<file path="src/isa_cycle_defines.svh">
`ifndef ISA_CYCLE_DEFINES_SVH
`define ISA_CYCLE_DEFINES_SVH

// clock and command timing
`define CLK_PERIOD_NS 5
`define CMD_MIN_NS 100
`define CMD_MIN_CYCLES ((`CMD_MIN_NS + `CLK_PERIOD_NS - 1) / `CLK_PERIOD_NS)
`define CMD_CNT_W 5

// data store layout
`define STORE_BYTE_W 8
`define STORE_LO 1'b0
`define STORE_HI 1'b1

`endif

</file>
<file path="src/isa_cycle_pkg.sv">
package isa_cycle_pkg;

    typedef enum logic [1:0] {
        KIND_MEM_RD = 2'h0,
        KIND_MEM_WR = 2'h1,
        KIND_IO_RD = 2'h2,
        KIND_IO_WR = 2'h3
    } kind_t;

    typedef enum logic [4:0] {
        ST_IDLE = 5'h01,
        ST_ADDR = 5'h02,
        ST_CMD = 5'h04,
        ST_END = 5'h08,
        ST_DONE = 5'h10
    } state_t;

endpackage

</file>
<file path="src/rdata_store.sv">
`timescale 1ns/1ps
`include "isa_cycle_defines.svh"

module rdata_store
(
    // clock and reset
    input wire logic i_clk,
    input wire logic i_rst,
    // byte write port
    input wire logic i_we,
    input wire logic i_sel,
    input wire logic [7:0] i_wdata,
    input wire logic i_we_both,
    input wire logic [15:0] i_wdata_both,
    // registered read
    output logic [15:0] o_rdata
);
    logic [7:0] mem_q [0:1];
    logic [7:0] mem_d [0:1];
    logic [15:0] rdata_q;
    logic [15:0] rdata_d;

    always_comb
    begin
        mem_d[0] = mem_q[0];
        mem_d[1] = mem_q[1];
        if (i_we_both)
        begin
            mem_d[0] = i_wdata_both[7:0];
            mem_d[1] = i_wdata_both[15:8];
        end
        else if (i_we)
        begin
            if (i_sel == `STORE_HI)
                mem_d[1] = i_wdata;
            else
                mem_d[0] = i_wdata;
        end
        // write-through so the answer is ready with the done pulse
        rdata_d = {mem_d[1], mem_d[0]};
    end

    always_ff @(posedge i_clk or posedge i_rst)
    begin
        if (i_rst)
        begin
            mem_q[0] <= 8'h00;
            mem_q[1] <= 8'h00;
            rdata_q <= 16'h0000;
        end
        else
        begin
            mem_q[0] <= mem_d[0];
            mem_q[1] <= mem_d[1];
            rdata_q <= rdata_d;
        end
    end

    assign o_rdata = rdata_q;
endmodule

</file>
<file path="src/isa_bus_cycle_control.sv">
// Behaviour
// raise address enable on every DMA cycle
// peripherals ignore I/O cycles while enabled
// DMA acknowledge selects peripheral during enable
// address enable also for internal DMA
// address enable on every card I/O access
// latch enable pulses when address valid
// latch enable on card and DMA cycles
// transceiver enable in local/32-bit DRAM modes
// separate direction controls per data byte
// ready low stretches the current command
// peripherals drive ready open-drain only
// I/O 16-bit select gives wide access
// memory 16-bit select gives wide access
// I/O read command gates peripheral drive
// I/O write command, peripheral latches data
// byte-high enable when upper lanes used
// memory read command gates memory drive
// no select means split byte cycles
`timescale 1ns/1ps
`include "isa_cycle_defines.svh"

module isa_bus_cycle_control
(
    // clock and reset
    input wire logic i_clk,
    input wire logic i_rst,
    // internal request
    input wire logic i_req_valid,
    output logic o_req_ready,
    input wire logic [1:0] i_req_kind,
    input wire logic [25:0] i_req_addr,
    input wire logic [15:0] i_req_wdata,
    input wire logic i_req_wide,
    input wire logic i_req_dma,
    input wire logic i_req_dma_internal,
    input wire logic i_req_dma_chan,
    input wire logic i_req_card_io,
    // completion
    output logic o_done,
    output logic [15:0] o_rdata,
    // modes
    input wire logic i_local_bus_mode,
    input wire logic i_dram32_mode,
    // bus control pins
    output logic o_aen,
    output logic o_bale,
    output logic o_ior_n,
    output logic o_iow_n,
    output logic o_memr_n,
    output logic o_memw_n,
    output logic o_sbhe_n,
    output logic [1:0] o_prog_dma_ack_n,
    output logic [25:0] o_sa,
    // data pins
    input wire logic [15:0] i_sd,
    output logic [15:0] o_sd,
    output logic o_sd_oe,
    // peripheral answers
    input wire logic i_iochrdy,
    input wire logic i_iocs16_n,
    input wire logic i_mem_wide_select_n,
    // transceiver control
    output logic o_xcvr_output_enable_n,
    output logic o_xcvr_dir_high_byte,
    output logic o_xcvr_dir_low_byte
);
    isa_cycle_pkg::state_t state_q, state_d;
    isa_cycle_pkg::kind_t kind_q, kind_d;
    logic [25:0] addr_q, addr_d;
    logic [15:0] wdata_q, wdata_d;
    logic [`CMD_CNT_W-1:0] cnt_q, cnt_d;
    logic req_wide_q, req_wide_d, dev16_q, dev16_d, phase_q, phase_d;
    logic dma_q, dma_d, dma_int_q, dma_int_d, dma_chan_q, dma_chan_d, card_io_q, card_io_d;
    logic aen_q, aen_d, bale_q, bale_d, ior_q, ior_d, iow_q, iow_d, memr_q, memr_d;
    logic memw_q, memw_d, sbhe_q, sbhe_d, sd_oe_q, sd_oe_d;
    logic xoe_q, xoe_d, xdh_q, xdh_d, xdl_q, xdl_d;
    logic [1:0] dack_q, dack_d;
    logic [15:0] sd_q, sd_d;
    logic [7:0] st_byte;
    logic st_we, st_we_both, st_sel, full16, hi_lane, wide_sel, in_cycle, rd, commands_on;

    function automatic logic is_read(input isa_cycle_pkg::kind_t k);
        is_read = (k == isa_cycle_pkg::KIND_MEM_RD) || (k == isa_cycle_pkg::KIND_IO_RD);
    endfunction
    function automatic logic is_io(input isa_cycle_pkg::kind_t k);
        is_io = (k == isa_cycle_pkg::KIND_IO_RD) || (k == isa_cycle_pkg::KIND_IO_WR);
    endfunction

    // width flags of the transfer in flight
    assign full16 = req_wide_q && dev16_q;
    assign hi_lane = !req_wide_q && dev16_q && addr_q[0];
    assign rd = is_read(kind_q);
    // internal DMA owns the bus for address and latch enable, with no commands or captures
    assign commands_on = !dma_int_q;
    assign wide_sel = is_io(kind_q) ? !i_iocs16_n : !i_mem_wide_select_n;

    always_comb
    begin
        state_d = state_q;
        kind_d = kind_q;
        addr_d = addr_q;
        wdata_d = wdata_q;
        cnt_d = cnt_q;
        req_wide_d = req_wide_q;
        dev16_d = dev16_q;
        phase_d = phase_q;
        dma_d = dma_q;
        dma_int_d = dma_int_q;
        dma_chan_d = dma_chan_q;
        card_io_d = card_io_q;
        st_we = 1'b0;
        st_we_both = 1'b0;
        st_sel = `STORE_LO;
        st_byte = i_sd[7:0];
        case (state_q)
            isa_cycle_pkg::ST_IDLE:
            begin
                if (i_req_valid)
                begin
                    kind_d = isa_cycle_pkg::kind_t'(i_req_kind);
                    addr_d = i_req_addr;
                    wdata_d = i_req_wdata;
                    req_wide_d = i_req_wide;
                    dma_d = i_req_dma || i_req_dma_internal;
                    dma_int_d = i_req_dma_internal;
                    dma_chan_d = i_req_dma_chan;
                    card_io_d = i_req_card_io;
                    phase_d = 1'b0;
                    dev16_d = 1'b0;
                    state_d = isa_cycle_pkg::ST_ADDR;
                end
            end
            isa_cycle_pkg::ST_ADDR:
            begin
                // select lines are sampled early, before the command
                dev16_d = wide_sel && !phase_q;
                cnt_d = `CMD_CNT_W'(`CMD_MIN_CYCLES - 1);
                state_d = isa_cycle_pkg::ST_CMD;
            end
            isa_cycle_pkg::ST_CMD:
            begin
                if (cnt_q != '0)
                    cnt_d = cnt_q - `CMD_CNT_W'(1);
                else if (i_iochrdy)
                begin
                    // capture while the command still lets the target drive
                    state_d = isa_cycle_pkg::ST_END;
                    st_we_both = rd && full16;
                    st_we = rd && !full16;
                    st_sel = phase_q || hi_lane;
                    st_byte = hi_lane ? i_sd[15:8] : i_sd[7:0];
                end
            end
            isa_cycle_pkg::ST_END:
            begin
                if (req_wide_q && !dev16_q && !phase_q)
                begin
                    // second byte of a split word on the low lanes
                    phase_d = 1'b1;
                    addr_d = addr_q + 26'h0000001;
                    state_d = isa_cycle_pkg::ST_ADDR;
                end
                else
                    state_d = isa_cycle_pkg::ST_DONE;
            end
            default: // done and stray codes return to idle
                state_d = isa_cycle_pkg::ST_IDLE;
        endcase
    end

    // pin values follow the next state so every pin is a flip-flop
    always_comb
    begin
        in_cycle = (state_d == isa_cycle_pkg::ST_ADDR) || (state_d == isa_cycle_pkg::ST_CMD)
            || (state_d == isa_cycle_pkg::ST_END);
        aen_d = in_cycle && (dma_d || card_io_d);
        // every cycle pulses latch enable, card and DMA included
        bale_d = (state_d == isa_cycle_pkg::ST_ADDR);
        ior_d = 1'b0;
        iow_d = 1'b0;
        memr_d = 1'b0;
        memw_d = 1'b0;
        dack_d = 2'b00;
        if (state_d == isa_cycle_pkg::ST_CMD && !dma_int_d)
        begin
            ior_d = (kind_d == isa_cycle_pkg::KIND_IO_RD);
            iow_d = (kind_d == isa_cycle_pkg::KIND_IO_WR);
            memr_d = (kind_d == isa_cycle_pkg::KIND_MEM_RD);
            memw_d = (kind_d == isa_cycle_pkg::KIND_MEM_WR);
            dack_d[dma_chan_d] = dma_d;
        end
        // upper lanes carry a byte on wide transfers or odd bytes of wide devices
        sbhe_d = in_cycle && (req_wide_d ? !phase_d : addr_d[0]);
        if (state_d == isa_cycle_pkg::ST_CMD)
            sbhe_d = (req_wide_d && dev16_d) || (!req_wide_d && dev16_d && addr_d[0]);
        sd_oe_d = in_cycle && !is_read(kind_d) && !dma_int_d;
        if (req_wide_d && !phase_d)
            sd_d = wdata_d;
        else if (req_wide_d)
            sd_d = {8'h00, wdata_d[15:8]};
        else
            sd_d = {wdata_d[7:0], wdata_d[7:0]};
        xoe_d = in_cycle && (i_local_bus_mode || i_dram32_mode);
        // high direction turns inward on reads from wide devices or at odd addresses
        xdh_d = xoe_d && is_read(kind_d) && (dev16_d || addr_d[0]);
        xdl_d = xoe_d && is_read(kind_d);
    end

    always_ff @(posedge i_clk or posedge i_rst)
    begin
        if (i_rst)
        begin
            state_q <= isa_cycle_pkg::ST_IDLE;
            kind_q <= isa_cycle_pkg::KIND_MEM_RD;
            addr_q <= 26'h0000000;
            wdata_q <= 16'h0000;
            cnt_q <= '0;
            req_wide_q <= 1'b0;
            dev16_q <= 1'b0;
            phase_q <= 1'b0;
            dma_q <= 1'b0;
            dma_int_q <= 1'b0;
            dma_chan_q <= 1'b0;
            card_io_q <= 1'b0;
            aen_q <= 1'b0;
            bale_q <= 1'b0;
            ior_q <= 1'b0;
            iow_q <= 1'b0;
            memr_q <= 1'b0;
            memw_q <= 1'b0;
            sbhe_q <= 1'b0;
            dack_q <= 2'b00;
            sd_q <= 16'h0000;
            sd_oe_q <= 1'b0;
            xoe_q <= 1'b0;
            xdh_q <= 1'b0;
            xdl_q <= 1'b0;
        end
        else
        begin
            state_q <= state_d;
            kind_q <= kind_d;
            addr_q <= addr_d;
            wdata_q <= wdata_d;
            cnt_q <= cnt_d;
            req_wide_q <= req_wide_d;
            dev16_q <= dev16_d;
            phase_q <= phase_d;
            dma_q <= dma_d;
            dma_int_q <= dma_int_d;
            dma_chan_q <= dma_chan_d;
            card_io_q <= card_io_d;
            aen_q <= aen_d;
            bale_q <= bale_d;
            ior_q <= ior_d;
            iow_q <= iow_d;
            memr_q <= memr_d;
            memw_q <= memw_d;
            sbhe_q <= sbhe_d;
            dack_q <= dack_d;
            sd_q <= sd_d;
            sd_oe_q <= sd_oe_d;
            xoe_q <= xoe_d;
            xdh_q <= xdh_d;
            xdl_q <= xdl_d;
        end
    end

    rdata_store u_store
    (
        .i_clk(i_clk),
        .i_rst(i_rst),
        .i_we(st_we && commands_on),
        .i_sel(st_sel),
        .i_wdata(st_byte),
        .i_we_both(st_we_both && commands_on),
        .i_wdata_both(i_sd),
        .o_rdata(o_rdata)
    );

    assign o_req_ready = (state_q == isa_cycle_pkg::ST_IDLE);
    assign o_done = (state_q == isa_cycle_pkg::ST_DONE);
    assign o_aen = aen_q;
    assign o_bale = bale_q;
    assign o_ior_n = !ior_q;
    assign o_iow_n = !iow_q;
    assign o_memr_n = !memr_q;
    assign o_memw_n = !memw_q;
    assign o_sbhe_n = !sbhe_q;
    assign o_prog_dma_ack_n = ~dack_q;
    assign o_sa = addr_q;
    assign o_sd = sd_q;
    assign o_sd_oe = sd_oe_q;
    assign o_xcvr_output_enable_n = !xoe_q;
    assign o_xcvr_dir_high_byte = xdh_q;
    assign o_xcvr_dir_low_byte = xdl_q;
endmodule

</file>
<file path="config.mk">
export PLATFORM = sky130hd
export DESIGN_NAME = isa_bus_cycle_control
export DESIGN_NICKNAME = d
export VERILOG_FILES = /design/src/isa_cycle_pkg.sv /design/src/rdata_store.sv /design/src/isa_bus_cycle_control.sv
export VERILOG_INCLUDE_DIRS = /design/src /design/src/src
export SDC_FILE = /design/constraint.sdc
export NUM_CORES = 1
export LEC_CHECK = 0
export BUFFER_PORTS_ARGS = -buffer_cell sky130_fd_sc_hd__buf_2
export CORE_MARGIN = 3
export CORE_UTILIZATION = 56
export DETAILED_ROUTE_END_ITERATION = 12
export PLACE_DENSITY = 0.9
export RECOVER_POWER = 50
export SYNTH_ARGS = -nofsm -noshare
export SYNTH_HDL_FRONTEND = slang
export SYNTH_SLANG_ARGS = --single-unit
</file>
<file path="constraint.sdc">
create_clock -name i_clk -period 6.9 [get_ports i_clk]
set_input_delay 0.69 -clock i_clk [delete_from_list [all_inputs] [get_ports i_clk]]
set_output_delay 0.69 -clock i_clk [all_outputs]
set_load 0.005 [all_outputs]
</file>
Word-level counts from Yosys, hierarchy flattened
Cells that the tools add are included.
{"block": "op_classes", "n_reduce_logical": 58, "mux": 58, "eq_ne": 16, "n_addsub": 2, "n_lt_le_gt_ge": 2, "n_bitwise": 2}
{"cell": "two-way mux 16 bit", "count": 6}
{"cell": "two-way mux 26 bit", "count": 2}
{"cell": "one-hot mux 26 bit (2 select lines)", "count": 1}
{"cell": "two-way mux 8 bit", "count": 6}
{"cell": "two-way mux 1 bit", "count": 30}
{"cell": "adder 26 x 1 -> 26 bit, second input constant", "count": 1}
{"cell": "two-way mux 5 bit", "count": 5}
{"cell": "logical AND 1 bit", "count": 23}
{"cell": "one-hot mux 5 bit (4 select lines)", "count": 1}
{"cell": "zero test 1 bit", "count": 17}
{"cell": "logical OR 1 bit", "count": 11}
{"cell": "equality test 5 x 2 -> 1 bit, second input constant", "count": 2}
{"cell": "equality test 5 x 3 -> 1 bit, second input constant", "count": 2}
{"cell": "equality test 5 x 4 -> 1 bit, second input constant", "count": 2}
{"cell": "one-hot mux 5 bit (2 select lines)", "count": 1}
{"cell": "equality test 2 bit, second input constant", "count": 4}
{"cell": "two-way mux 2 bit", "count": 3}
{"cell": "!= test 2 bit, second input constant", "count": 3}
{"cell": "equality test 5 x 1 -> 1 bit, second input constant", "count": 1}
{"cell": "equality test 5 bit, second input constant", "count": 1}
{"cell": "nonzero test 5 bit", "count": 1}
{"cell": "subtractor 5 x 1 -> 5 bit, second input constant", "count": 1}
{"cell": "zero test 2 bit", "count": 2}
{"cell": "one-hot mux 1 bit (2 select lines)", "count": 2}
{"cell": "9 further kinds", "count": 10}
{"block": "word_totals", "elab_cells": 167, "inputBits": 73, "regBits": 122, "output_inout_bits": 73}

Longest topological paths before layout
{"block": "logic_depth", "ltp_word": 11, "ltp_mapped": 8, "depth_no_buf": 8}

By module
Synthesis repeated with hierarchy kept, for this count alone.
{"block": "unflattened", "cells_unflattened": 525, "hier_area_um2": 5313.8}
{"module": "isa_bus_cycle_control", "instances": 1, "area_each_um2": 4291.6, "cells_each": 434, "seq_area_each_um2": 2253.4}
{"module": "rdata_store", "instances": 1, "area_each_um2": 1022.2, "cells_each": 91, "seq_area_each_um2": 400.4}

Least setup slack after synthesis
OpenSTA, ideal clock, no wires.
{"block": "synth_timing", "kind": "register -> register", "startpoint": "register cnt_q[0]", "endpoint": "register u_store.mem_q[10] (netlist name)", "setup_slack_ns": 4.836, "setup_time_ns": 0.125, "stages_incl_launch_ff": 6, "period_less_slack_ns": 2.064, "required_ns": 6.775, "arrival_ns": 1.939, "cell_sequence": "dfrtp_1 inv_1 ha_1 or4b_1 nor4b_4 mux2_2"}
{"block": "synth_via", "elab_chain_len": 6, "elab_cells_between_ends": 14, "classes_between": "mux: 11; reduce/logical: 3"}
{"element": "from (decl)", "line_no": "isa_bus_cycle_control.sv:72", "text": "logic [`CMD_CNT_W-1:0] cnt_q, cnt_d;"}
{"element": "from (signal assigned)", "line_no": "isa_bus_cycle_control.sv:246", "text": "cnt_q <= cnt_d;"}
{"element": "nonzero test 5 bit *", "line_no": "isa_bus_cycle_control.sv:143", "text": "if (cnt_q != '0)"}
{"element": "two-way mux 8 bit / two-way mux 1 bit (equally long branches)", "line_no": "isa_bus_cycle_control.sv:143"}
{"element": "two-way mux 8 bit / two-way mux 1 bit (equally long branches)", "line_no": "isa_bus_cycle_control.sv:116", "text": "case (state_q)"}
{"element": "two-way mux 8 bit / logical AND 1 bit (equally long branches)", "line_no": "rdata_store.sv:34, isa_bus_cycle_control.sv:274"}
{"element": "two-way mux 16 bit", "line_no": "rdata_store.sv:32", "text": "else if (i_we)"}
{"element": "two-way mux 16 bit *", "line_no": "rdata_store.sv:27", "text": "if (i_we_both)"}
{"element": "to (decl)", "line_no": "rdata_store.sv:18", "text": "logic [7:0] mem_q [0:1];"}
Every way passes the cells marked *; elsewhere a longest branch is shown, timed or not.
A chain may end at the register's enable or synchronous reset.

Final worst setup path
{"block": "layout_timing", "startpoint": "register state_q[2]", "endpoint": "register sd_q[15], in the netlist o_sd[15]"}
{"block": "layout_via", "elab_cells_between_ends": 9, "classes_between": "eq/ne: 2; mux: 5; reduce/logical: 2"}
{"element": "from (decl)", "line_no": "isa_bus_cycle_control.sv:68", "text": "isa_cycle_pkg::state_t state_q, state_d;"}
{"element": "from (signal assigned)", "line_no": "isa_bus_cycle_control.sv:214", "text": "state_q <= isa_cycle_pkg::ST_IDLE;"}
{"element": "from (signal assigned)", "line_no": "isa_bus_cycle_control.sv:242", "text": "state_q <= state_d;"}
{"element": "equality test 5 x 1 -> 1 bit *", "line_no": "isa_bus_cycle_control.sv:116"}
{"element": "two-way mux 1 bit *", "line_no": "isa_bus_cycle_control.sv:116"}
{"element": "named net req_wide_d", "line_no": "isa_bus_cycle_control.sv:73", "text": "logic req_wide_q, req_wide_d, dev16_q, dev16_d, phase_q, phase_d;"}
{"element": "two-way mux 16 bit / logical AND 1 bit (equally long branches)", "line_no": "isa_bus_cycle_control.sv:200, isa_bus_cycle_control.sv:198"}
{"element": "two-way mux 16 bit *", "line_no": "isa_bus_cycle_control.sv:198", "text": "if (req_wide_d && !phase_d)"}
{"element": "named net sd_d[15]", "line_no": "isa_bus_cycle_control.sv:79", "text": "logic [15:0] sd_q, sd_d;"}
{"element": "to (signal assigned)", "line_no": "isa_bus_cycle_control.sv:234", "text": "sd_q <= 16'h0000;"}
{"element": "to (signal assigned)", "line_no": "isa_bus_cycle_control.sv:262", "text": "sd_q <= sd_d;"}
{"element": "to (decl)", "line_no": "isa_bus_cycle_control.sv:79"}
The timed path passes the listed nets; every way through them passes the cells marked *.

==> qor.txt <==
CP Launch Type -> flip-flop
Final TNS setup -> 0 ns
FFs w/ async S/R, synth -> 100%
critical path's top delay family -> simple AND/OR/NAND/NOR gates
Port-buffer cells -> 145
synthesized instance count -> 501
most frequent cells in the layout -> dfrtp_1, buf_2, inv_1
Max-slew headroom -> -3.65%
Yosys warning total -> 0
path type of the worst min-delay path -> flip-flop to flip-flop
Die ar. -> 0.0105 mm²
Ant. Diodes -> 0
crit path kind -> flip-flop to flip-flop
clk sink count -> 106
Pre-Repair DR Iteration Count -> 5
CTS resizes -> 0
later-pin clock latency in the skew report -> 0.37 ns
Netlist cell types -> 66
largest net degree at the start of global routing -> 75
final worst slack -> 3.99 ns
Remaining DRCs -> 0
RSZ-0062 raised after global routing -> no
DP Worst Slack -> 4.04 ns
number of post-CTS setup repair buffers -> 0
final setup fails -> 0
Setup Skew -> 0.0254 ns
failing checks -> capacitance limit, slew limit
Synth Area in Adders -> 0.722%
Vias -> 4391
layout cell share with drive strength beyond 1 -> 24.7%
Root Buffer -> clkbuf_8
first-pass GRT wire length -> 20600 µm
Slowest cell on crit path -> or3_1
Synth Area in XOR/XNOR -> 1.01%
mux cell area share after synthesis -> 9.89%
Area Overhead vs Synth -> 16.7%
simple-gate portion of the synthesized area -> 17.0%
syn nets -> 577
Core Rows -> 34
Primary FF master, synth -> dfrtp_1
global placer's final weighted congestion -> 0.852
ANT nets after route -> 0
grt ovf -> 0
WP buf/inv -> 2
htree depth -> 3
Reg2Reg Setup Slack -> 3.99 ns
Final HPWL DP -> 8990 µm
Seq/Total Area, Yosys -> 51.0%
crit-path max cell delay -> 0.57 ns
Initial Util -> 58.5%
largest family of logic cells by synthesized area -> simple AND/OR/NAND/NOR gates
number of synthesized flops with an enable pin -> 0
post-layout min period -> 2.91 ns
core area -> 0.00889 mm²
critical-path cell list -> or3_1, nor2_4, buf_4, nand2_1, and2_1, clkinv_1, o22ai_1
Slew Limit Fails -> 34
final hold vios -> 0
layout net count -> 711
initial antenna violation count -> 0
Die H -> 102 µm
DR WL/cell -> 17.0 µm
register bit total from synthesis -> 106
Compound-Gate Fraction of Synth Area -> 14.0%
initial DRC count -> 267
Max Freq -> 344 MHz
Clock Pin Slew Worst Setup and Hold Paths -> 0.10 ns
most common cell after layout, fill and taps aside -> dfrtp_1
routed vias/inst -> 5.87
Mean Syn Cell Area -> 10.4 µm²
Cell Pwr Density -> 367 mW/mm²
total CTS buffers -> 9
CTS tree -> built
Critical Path RT -> 7.13 ns
Worst-Margin Slew -> 1.55 ns
critical path endpoint category -> flip-flop
io pins -> 146
worst path arrival time -> 3.14 ns
synthesized cell area -> 0.00520 mm²
Die W -> 102 µm
Max IR drop VDD -> 0.000236 V
WL final -> 12700 µm
Leak -> 2.92 nW
status -> complete, but fails checks
fin crit share -> 42.2%
Hold Buf Count CTS -> 0
vias in the first global route -> 4390
Max Cap Viol -> 1
Max FO, Critical Path -> 34
clk buf depth -> 2
GRT Util Overall -> 24.7%
registers in the layout, indices dropped and copies added (netlist names), 2 cells and up:
register / cells
cnt_q: 5
dack_q: 2
kind_q: 2
o_sa: 26
o_sd: 16
state_q: 5
u_store.mem_q: 15
wdata_q: 16
synth_stat cells, drive strengths merged, types with 2 or more instances:
| cell | count | area (µm²) |
|---|---|---|
| nand2 | 41 | 154 |
| mux2 | 19 | 214 |
| and2 | 2 | 12.5 |
| nor2 | 35 | 139 |
| clkinv | 2 | 8.75 |
| nor3 | 11 | 76.3 |
| nand2b | 2 | 12.5 |
| o22ai | 17 | 113 |
| a22oi | 4 | 30.0 |
| a31oi | 10 | 62.6 |
| clkbuf | 8 | 30.0 |
| or2 | 2 | 12.5 |
| a41oi | 5 | 43.8 |
| nor3b | 2 | 20.0 |
| nand3b | 3 | 22.5 |
| o21a | 2 | 15.0 |
| a21oi | 11 | 58.8 |
| o211ai | 9 | 67.6 |
| and4 | 3 | 26.3 |
| dfrtp | 105 | 2630 |
| xor2 | 5 | 43.8 |
| o21ai | 28 | 140 |
| a221o | 3 | 30.0 |
| nor4b | 3 | 62.6 |
| nand4 | 5 | 46.3 |
| or3 | 3 | 18.8 |
| mux2i | 30 | 300 |
| buf | 16 | 108 |
| a2111oi | 2 | 42.5 |
| o311ai | 7 | 61.3 |
| nand3 | 21 | 105 |
| ha | 3 | 37.5 |
| inv | 48 | 180 |
| nor2b | 5 | 31.3 |
| or4 | 4 | 33.8 |
| and3 | 9 | 56.3 |
| nor4 | 5 | 46.3 |
per-layer routing:
metal	wire (µm)	global-route usage, %
met5	0	0
met4	240	8.88
met3	752	4.44
met2	6200	40.4
met1	5520	33.1
area by class of cell:
type	count	area, µm²
Fill cell	736	2820
Sequential cell	106	2650
Multi-Input combinational cell	321	2220
Timing Repair Buffer	147	688
Inverter	50	190
Tap cell	108	135
Clock buffer	9	124
Clock inverter	7	61.3
worst reg2reg max path, cell delays in order, from the launching register on:
cell and delay, ns:
dfrtp_1 0.56, or3_1 0.57, nor2_4 0.54, buf_4 0.50, nand2_1 0.12, and2_1 0.19, clkinv_1 0.18, o22ai_1 0.12
cell families (layout without fill, tap and decap cells):
kind of cell / after synthesis / in the layout
mux: 49 / 49
fa+ha+maj: 3 / 3
simple gates: 157 / 157
buf+inv: 74 / 213
flops: 106 / 106
xor+xnor: 6 / 6
compound gates: 106 / 106
power by group:
part | switching, W | internal [W]
Combinational | 0.000452 | 0.000337
Clock | 0.000228 | 0.000138
Sequential | 0.000223 | 0.000851
Total | 0.000903 | 0.00133
metrics by stage:
| stage | cells | hold slack (ns) | total power (W) | area [µm²] | util, % |
|---|---|---|---|---|---|
| 6_report | 748 | 0.506 | 0.00223 | 6070 | 68.3 |
| 5_1_grt | 748 | 0.514 | 0.00239 | 6070 | 68.3 |
| 4_1_cts | 748 | 0.333 | 0.00225 | 6130 | 69.0 |
| 3_5_place_dp | 732 | 0.490 | 0.00189 | 5950 | 66.9 |
| 3_3_place_gp | 732 | 0.482 | 0.00184 | 5950 | 66.9 |
| 2_1_floorplan | 501 | 0.465 | 0.00158 | 5200 | - |
path summary, 6_finish.rpt:
check                      cells past startpoint       start          to
max                                            7  state_q[2]    o_sd[15]
min                                            1    o_sa[25]    o_sa[25]
max reg2reg                                    7  state_q[2]    o_sd[15]
min reg2reg                                    1    o_sa[25]    o_sa[25]
max in group asynchronous                      3       i_rst  wdata_q[6]
min in group asynchronous                      2       i_rst     o_sa[1]
Note: power is estimated with default switching activity, not from simulation.
